==> config.mk <==
export PLATFORM = sky130hd
export DESIGN_NAME = rtcsp_port
export DESIGN_NICKNAME = d
export VERILOG_FILES = /design/src/rtl/rtcsp_pkg.sv /design/src/rtl/rtcsp_port.sv
export VERILOG_INCLUDE_DIRS = /design/src /design/src/rtl
export SDC_FILE = /design/constraint.sdc
export NUM_CORES = 1
export LEC_CHECK = 0
export BUFFER_PORTS_ARGS = -buffer_cell sky130_fd_sc_hd__buf_2
export CORE_MARGIN = 2
export CORE_UTILIZATION = 52
export DETAILED_ROUTE_END_ITERATION = 6
export HOLD_SLACK_MARGIN = 0.05
export PLACE_DENSITY = 0.81
export SLEW_MARGIN = 15
export SYNTH_ARGS = -nofsm -noshare
export SYNTH_HDL_FRONTEND = slang
export SYNTH_SLANG_ARGS = --single-unit
==> constraint.sdc <==
create_clock -name clk -period 2.75 [get_ports clk]
set_input_delay 0.6875 -clock clk [delete_from_list [all_inputs] [get_ports clk]]
set_output_delay 0.6875 -clock clk [all_outputs]
set_load 0.02 [all_outputs]
==> src/rtl/rtcsp_params.svh <==
`ifndef RTCSP_PARAMS_SVH
`define RTCSP_PARAMS_SVH
// ==========================================================
// Clock and timing
`define RTCSP_CLK_MHZ 200
`define RTCSP_TWC_MS 5
// Longest write time converted exactly to whole cycles
`define RTCSP_TWC_CYC (`RTCSP_TWC_MS * 1000 * `RTCSP_CLK_MHZ)
// Watchdog pulse lengths in clock cycles (plain defaults)
`define RTCSP_WDP_SHORT 16
`define RTCSP_WDP_LONG 64
// ==========================================================
// Frame layout
`define RTCSP_BYTE_BITS 8
`define RTCSP_HDR_BITS 16
// Instruction codes that start a nonvolatile write
`define RTCSP_OP_EEWR 8'h02
`define RTCSP_OP_SRWR 8'h01
`define RTCSP_OP_IDWR 8'h32
`endif

==> src/rtl/rtcsp_pkg.sv <==
package rtcsp_pkg;
   // ==========================================================
   // Port states, Gray coded along standby, select, program
   typedef enum logic [1:0] {
      RTCSP_STBY = 2'h0,
      RTCSP_SEL = 2'h1,
      RTCSP_PROG = 2'h3
   } rtcsp_state_t;

   // Which part of the frame a received byte belongs to
   typedef enum logic [1:0] {
      RTCSP_PH_INSTR = 2'h0,
      RTCSP_PH_ADDR = 2'h1,
      RTCSP_PH_DATA = 2'h2
   } rtcsp_phase_t;

   // Byte taken from the serial input
   typedef struct packed {
      rtcsp_phase_t phase;
      logic [7:0] data;
   } rtcsp_rxbyte_t;
endpackage : rtcsp_pkg

==> src/rtl/rtcsp_port.sv <==
`timescale 1ns/1ps
`include "rtcsp_params.svh"
// Notes on behaviour
// - Serial clock acts only while chip select is held low; a fall in the chip select rise cycle still shifts out and pulses rdLoad.
// - Chip select high deselects and ignores clock and input; it enters standby unless it ends a valid write, which enters programming.
// - A started programming cycle always runs to completion.
// - Chip select rising during programming delays standby until done.
// - Serial output is high impedance whenever deselected.
// - Write cycle starts on the chip select rise ending a valid write.
// - Output bits change after serial clock falling edges.
// - Input bits are captured on serial clock rising edges.
// - Internal write cycle lasts at most 5 ms from select rise.
// - Watchdog overflow pulses open-drain output low, else released.
// - Watchdog pulse length chosen by configuration bit 4 of 0x0A.
// - Interrupt output pulled low on event detect or alarm.
// - Interrupt output stays low until software clears the flag.
// - All bytes travel most significant bit first.
// - Read is instruction byte, address byte, then data shifted out.
module rtcsp_port import rtcsp_pkg::*; #(
   parameter int TWC_CYCLES = `RTCSP_TWC_CYC,
   parameter int WDP_SHORT = `RTCSP_WDP_SHORT,
   parameter int WDP_LONG = `RTCSP_WDP_LONG
) (
   input wire logic clk,
   input wire logic sys_rst,
   input wire logic csPin_n,
   input wire logic sckPin,
   input wire logic siPin,
   output logic soOut,
   output logic soOe_n,
   output rtcsp_rxbyte_t rxByte,
   output logic rxValid,
   output logic rdLoad,
   input wire logic [7:0] rdData,
   input wire logic nvWriteEnable,
   output logic progBusy,
   output logic standby,
   input wire logic wdOverflow,
   input wire logic wdPulseLongSel,
   output logic watchdog_pulse_out,
   output logic wdOe_n,
   input wire logic eventDetect,
   input wire logic alarmHit,
   input wire logic irqFlagClear,
   output logic irqOut,
   output logic irqOe_n
);
   localparam int TWW = $clog2(TWC_CYCLES + 1);
   localparam int WDW = $clog2(WDP_LONG + 1);

   // ==========================================================
   // Pin synchronisers
   logic [2:0] csSync_r, sckSync_r, siSync_r;
   always_ff @(posedge clk) begin
      if (sys_rst) begin
         csSync_r <= 3'h7;
         sckSync_r <= 3'h0;
         siSync_r <= 3'h0;
      end else begin
         csSync_r <= {csSync_r[1:0], csPin_n};
         sckSync_r <= {sckSync_r[1:0], sckPin};
         siSync_r <= {siSync_r[1:0], siPin};
      end
   end

   // Edges use stages two and three only
   logic csFall, csRise, sckRise, sckFall, csLow;
   assign csLow = ~csSync_r[1];
   assign csFall = csSync_r[2] & ~csSync_r[1];
   assign csRise = ~csSync_r[2] & csSync_r[1];
   assign sckRise = ~sckSync_r[2] & sckSync_r[1];
   assign sckFall = sckSync_r[2] & ~sckSync_r[1];

   // ==========================================================
   // Port state
   rtcsp_state_t state_r;
   logic [TWW-1:0] twcCnt_r;
   logic wrValid;
   logic selected;
   assign selected = (state_r == RTCSP_SEL);

   always_ff @(posedge clk) begin
      if (sys_rst) begin
         state_r <= RTCSP_STBY;
      end else begin
         case (state_r)
            RTCSP_STBY: begin
               if (csFall) begin
                  state_r <= RTCSP_SEL;
               end
            end
            RTCSP_SEL: begin
               if (csRise && wrValid) begin
                  state_r <= RTCSP_PROG;
               end else if (csRise) begin
                  state_r <= RTCSP_STBY;
               end
            end
            RTCSP_PROG: begin
               // Chip select is ignored until the cycle ends
               if (twcCnt_r == TWW'(TWC_CYCLES - 1)) begin
                  state_r <= RTCSP_STBY;
               end
            end
            default: state_r <= RTCSP_STBY;
         endcase
      end
   end

   // Write cycle timer, bounded by the longest write time
   always_ff @(posedge clk) begin
      if (sys_rst || state_r != RTCSP_PROG) begin
         twcCnt_r <= '0;
      end else begin
         twcCnt_r <= twcCnt_r + 1'b1;
      end
   end
   assign progBusy = (state_r == RTCSP_PROG);
   assign standby = (state_r == RTCSP_STBY);

   // ==========================================================
   // Receive shifter
   logic [15:0] bitCnt_r;
   logic [7:0] rxShift_r, instr_r;

   function automatic logic isNvWrite(input logic [7:0] op);
      return op == `RTCSP_OP_EEWR || op == `RTCSP_OP_SRWR ||
         op == `RTCSP_OP_IDWR;
   endfunction : isNvWrite

   // Only whole bytes past the instruction qualify as a write
   assign wrValid = isNvWrite(instr_r) && nvWriteEnable &&
      bitCnt_r[2:0] == 3'h0 && bitCnt_r >= 16'(`RTCSP_HDR_BITS);

   always_ff @(posedge clk) begin
      if (sys_rst || csFall) begin
         bitCnt_r <= '0;
         rxShift_r <= '0;
      end else if (selected && csLow && sckRise) begin
         rxShift_r <= {rxShift_r[6:0], siSync_r[2]};
         if (bitCnt_r != 16'hFFFF) begin
            bitCnt_r <= bitCnt_r + 16'h1;
         end
      end
   end

   // Byte strobe to the core, one cycle per byte
   always_ff @(posedge clk) begin
      if (sys_rst) begin
         rxValid <= 1'b0;
         rxByte <= '0;
         instr_r <= '0;
      end else begin
         rxValid <= 1'b0;
         if (selected && csLow && sckRise && bitCnt_r[2:0] == 3'h7) begin
            rxValid <= 1'b1;
            rxByte.data <= {rxShift_r[6:0], siSync_r[2]};
            if (bitCnt_r < 16'h8) begin
               rxByte.phase <= RTCSP_PH_INSTR;
               instr_r <= {rxShift_r[6:0], siSync_r[2]};
            end else if (bitCnt_r < 16'(`RTCSP_HDR_BITS)) begin
               rxByte.phase <= RTCSP_PH_ADDR;
            end else begin
               rxByte.phase <= RTCSP_PH_DATA;
            end
         end
      end
   end

   // ==========================================================
   // Transmit shifter; data follows the header bytes
   logic [7:0] txShift_r;
   logic loadNow;
   assign loadNow = selected && sckFall && bitCnt_r[2:0] == 3'h0 &&
      bitCnt_r >= 16'(`RTCSP_HDR_BITS);
   assign rdLoad = loadNow;

   always_ff @(posedge clk) begin
      if (sys_rst || csFall) begin
         txShift_r <= '0;
         soOut <= 1'b0;
      end else if (loadNow) begin
         txShift_r <= {rdData[6:0], 1'b0};
         soOut <= rdData[7];
      end else if (selected && sckFall) begin
         txShift_r <= {txShift_r[6:0], 1'b0};
         soOut <= txShift_r[7];
      end
   end

   // Driver only while selected; released at once on deselect
   assign soOe_n = ~(selected && csLow);

   // ==========================================================
   // Watchdog pulse; a second overflow restarts the pulse
   logic [WDW-1:0] wdCnt_r;
   always_ff @(posedge clk) begin
      if (sys_rst) begin
         wdCnt_r <= '0;
      end else if (wdOverflow) begin
         wdCnt_r <= wdPulseLongSel ? WDW'(WDP_LONG) :
            WDW'(WDP_SHORT);
      end else if (wdCnt_r != '0) begin
         wdCnt_r <= wdCnt_r - 1'b1;
      end
   end
   assign watchdog_pulse_out = 1'b0;
   assign wdOe_n = (wdCnt_r == '0);

   // ==========================================================
   // Interrupt flag; a set in the clear cycle wins
   logic irqFlag_r;
   always_ff @(posedge clk) begin
      if (sys_rst) begin
         irqFlag_r <= 1'b0;
      end else if (eventDetect || alarmHit) begin
         irqFlag_r <= 1'b1;
      end else if (irqFlagClear) begin
         irqFlag_r <= 1'b0;
      end
   end
   assign irqOut = 1'b0;
   assign irqOe_n = ~irqFlag_r;
endmodule : rtcsp_port

# --- Word level (Yosys, flattened, before mapping) ---
# Index checks and enable logic that the tools add are counted.
word_totals:
  register_bits: 89
  latch_bits: 0
  ramBits: 0
  romBits: 0
  word_cells: 85
  n_memories: 0
op_classes:
  n_addsub: 3
  mul: 0
  div_mod_pow: 0
  n_lt_le_gt_ge: 3
  n_eq_ne: 12
  n_shift: 0
  n_mux: 17
  n_bitwise: 10
  reduce_logical: 25
op_table:
  columns: ["cell", "n"]
  rows:
  - ["7-bit 2-to-1 mux", 3]
  - ["20-bit by 1-bit adder with 20-bit output, second input constant", 1]
  - ["20-bit equality test, second input constant", 1]
  - ["16-bit by 1-bit adder with 16-bit output, second input constant", 1]
  - ["16-bit by 5-bit greater-or-equal comparator with 1-bit output, second input constant", 1]
  - ["16-bit by 4-bit less-than comparator with 1-bit output, second input constant", 1]
  - ["16-bit by 5-bit less-than comparator with 1-bit output, second input constant", 1]
  - ["8-bit 2-to-1 mux", 2]
  - ["16-bit inequality test, second input constant", 1]
  - ["2-bit 2-to-1 mux", 6]
  - ["1-bit logical AND", 10]
  - ["8-bit by 1-bit equality test with 1-bit output, second input constant", 1]
  - ["8-bit by 2-bit equality test with 1-bit output, second input constant", 1]
  - ["8-bit by 6-bit equality test with 1-bit output, second input constant", 1]
  - ["7-bit zero test", 1]
  - ["7-bit nonzero test", 1]
  - ["7-bit by 1-bit subtractor with 7-bit output, second input constant", 1]
  - ["1-bit inverter", 6]
  - ["2-bit one-hot mux with 3 select lines", 1]
  - ["2-bit nonzero test", 3]
  - ["1-bit logical OR", 5]
  - ["1-bit 2-to-1 mux", 5]
  - ["1-bit AND", 4]
  - ["2-bit by 1-bit inequality test with 1-bit output, second input constant", 2]
  - ["other kinds (9)", 10]

# --- Logic depth before layout (Yosys ltp) ---
logic_depth:
  ltp_word: 9
  depth_mapped: 7

# --- Worst setup path before layout ---
# Ideal clock, no wire load.
synth_path:
  path_type: "register to output"
  from: "reg bitCnt_r[4]"
  to: "out rdLoad"
  t_arrival_ps: 1281
  setup_slack_ps: 782
  stages_incl_launch_ff: 5
  cell_sequence: "dfxtp_1 > nor4_1 > a311oi_1 > buf_2 > and2_1"
synth_between:
  elab_chain_cells: 2
synth_rtl:
  columns: ["item", "line", "rtl"]
  rows:
  - ["start, declared", "rtcsp_port.sv:123", "logic [15:0] bitCnt_r;"]
  - ["start signal, assigned", "rtcsp_port.sv:142", "bitCnt_r <= bitCnt_r + 16'h1;"]
  - ["16-bit by 5-bit greater-or-equal comparator with 1-bit output", "rtcsp_port.sv:175", "bitCnt_r >= 16'(`RTCSP_HDR_BITS);"]
  - ["1-bit logical AND", "rtcsp_port.sv:174", "assign loadNow = selected && sckFall && bitCnt_r[2:0] == 3'h0 &&"]
  - ["end, declared", "rtcsp_port.sv:33", "output logic rdLoad,"]
# Every way passes these cells.

# --- Final worst setup path ---
# Ends and elaborated chain as after synthesis.

==> reports/metrics.cfg <==
[critical_path]
rrSetupSlack_ns=0.65
required_ns=2.06
crit_chain=nor4_1 > a311oi_2 > and2_1 > buf_2
cp.arrival_ns=1.85
crit_fanout=7
cpPeakStageDelay_ns=0.57
critPathLaunchType=flop
cp_num_buf_inv=1
cp_top_family=simple AND/OR/NAND/NOR gates
cp-end-kind=output port
crit_slowest_cell=nor4_1
crit_type=flop to output port

[sta]
tns_ns=0
setup_violations=0
rsz0062_at_grt=no
period_share_pct=92.3
hold_viol=0
final_max_slew_viol_count=0
layout_setup_ws_ns=0.212
min_period_ns=2.54
final.setup_skew_ns=0.00857
worst_pin_slew_ns=0.737
slew_headroom_pct=50.2
fin_hold_ws_ns=0.425
timing.fmax_ghz=0.394

[routing]
vias=3463
ant_nets=0
dr.pass1.iters=4
viasPerCell=5.76
drc=0
drt_wl_total_um=8450
route.detailed.wl_per_inst_um=14.1
drt-initial-drc-count=109

[placed_design]
dpl.hpwl_um=5860
numPortBuffers=36
dpl_cell_area_mm2=0.00428
dp_worst_setup_slack_ns=0.483
place_inst=585
gp_congestion=0.871

[global_route]
grt_remaining_overflow=0
use_met2_pct=34.3
grt_max_degree=38
antenna_found_initial=0
met1_usage_pct=24.8
grt.busiest_layer=met2
grt_pass1_vias=3276
grt_pass1_wl_um=14100
grt.total_usage_pct=20.3
grt.met3_usage_pct=4.60

[run]
cap_violations=0

[cts]
insertion_delay_ns=0.36
clk_pin_slew_worst_paths_ns=0.09
hold_buffers=0
numCtsBuffers=9
clock_sinks=89
cts_resized=0
clockBufferDepth=2
clock-root-buffer=clkbuf_8
tritoncts=built
h-tree-depth=3
cts_setup_buffers=0

[logic_synthesis]
synth_seq_area_share_pct=44.3
syn_inst=465
synth.area.top_cells=dfxtp_1 44%, a21oi_1 6.1%, nand2_1 6.0%
yosysUniqueCellTypes=55
synth-seq-cells=89
synthArstFlopShare_pct=0
syn_area_mm2=0.00402
synth_area_leader_cell=dfxtp_1
yosysTopAreaCellShare_pct=44.3
ys.warnings.count=0
synth_edf_count=0
syn_avg_cell_area_um2=8.65
synth_ff_type=dfxtp_1

[final_layout]
fin_cells=601
seqCellArea_mm2=0.00178
final_common_cell=dfxtp_1
post-route-util_pct=58.6
nNetsFinal=519
drive_gt1_share_pct=14.2
nFillCells=698
multi_input_area_mm2=0.00210
areaGrowthSynthToFinish_pct=10.8
mostFrequentLayoutCells=89 x dfxtp_1, 64 x nand2_1, 48 x a21oi_1
stdcell_area_mm2=0.00445
antenna_cells=0

[power_and_ir_drop]
p_per_area_mw_per_mm2=536
p_leak_nw=1.52
ir_drop_v=0.000344
finalPower_mw=2.39

[floorplanning]
coreArea_mm2=0.00761
dieArea_mm2=0.00845
ios=39
rows=32
chipHeight_um=91.9
die_w_um=91.9
start_util_pct=52.9

[min_path]
hp-class=flop to flop

[run_status]
status=complete, no violations

-- metal layers --
layer / routed length [um] / share of wire (%) / up-vias
met2: 4000 / 47 / 97
met5: 0 / 0 / -
met3: 473 / 5.6 / 12
met4: 127 / 1.5 / 0
met1: 3850 / 46 / 1615
li1: - / - / 1739
-- cell families (layout without fill, tap and decap cells) --
family                     after synthesis  after routing  share of synthesized area [%]
and+or+nand+nor                        197            197                           26.8
AOI/OAI and AO/OA                      103            103                           16.0
DFF                                     89             89                           44.3
buffers and inverters                   39             72                           3.95
muxes                                   16             16                           4.01
xor gates and xnor gates                14             14                           3.05
adders and majority gates                6              6                           1.87
other                                    1              2                         0.0933
-- worst paths after layout --
kind                from     endpoint  depth (start not counted)
min          csSync_r[0]  csSync_r[1]                          1
max reg2reg   state_r[0]  bitCnt_r[6]                          4
max          bitCnt_r[4]       rdLoad                          4
min reg2reg  csSync_r[0]  csSync_r[1]                          1
-- cell type report --
cell class	count	share of cell area, %
sequential	89	40.0
multi-input combinational	338	47.2
clock buffer	10	2.87
timing repair buffer	41	4.89
tap	102	2.87
inverter	15	1.26
clock inverter	6	0.955
-- power breakdown --
group	internal, mW	switching (mW)
Clock	0.332	0.469
Combinational	0.108	0.133
Sequential	1.32	0.0278
-- state kept, by name, indices dropped and copies added (netlist names), 2 cells and up --
name and count:
wdCnt_r 7, twcCnt_r 20, txShift_r 7, csSync_r 3, rxShift_r 7, siSync_r 3
state_r 2, rxByte 10, instr_r 8, sckSync_r 3, bitCnt_r 16
-- cell usage after synthesis (3+ instances only) --
cell,count
o311ai_0,4
and2_1,4
nor2b_1,7
clkbuf_1,17
or4_1,10
o41ai_1,3
a2111oi_0,4
ha_1,6
nor4b_1,3
nand2_1,64
buf_2,4
a211oi_1,3
xor2_1,6
nor3_1,5
nor4_1,9
mux2i_1,15
and4_1,4
nand3_1,14
xnor2_1,8
nand2b_1,11
nor2_1,21
nand4_1,17
o31ai_1,12
inv_1,14
dfxtp_1,89
and3_1,9
a21oi_1,49
o21ai_0,18
nor3b_1,3
Note: power is estimated with default switching activity, not from simulation.
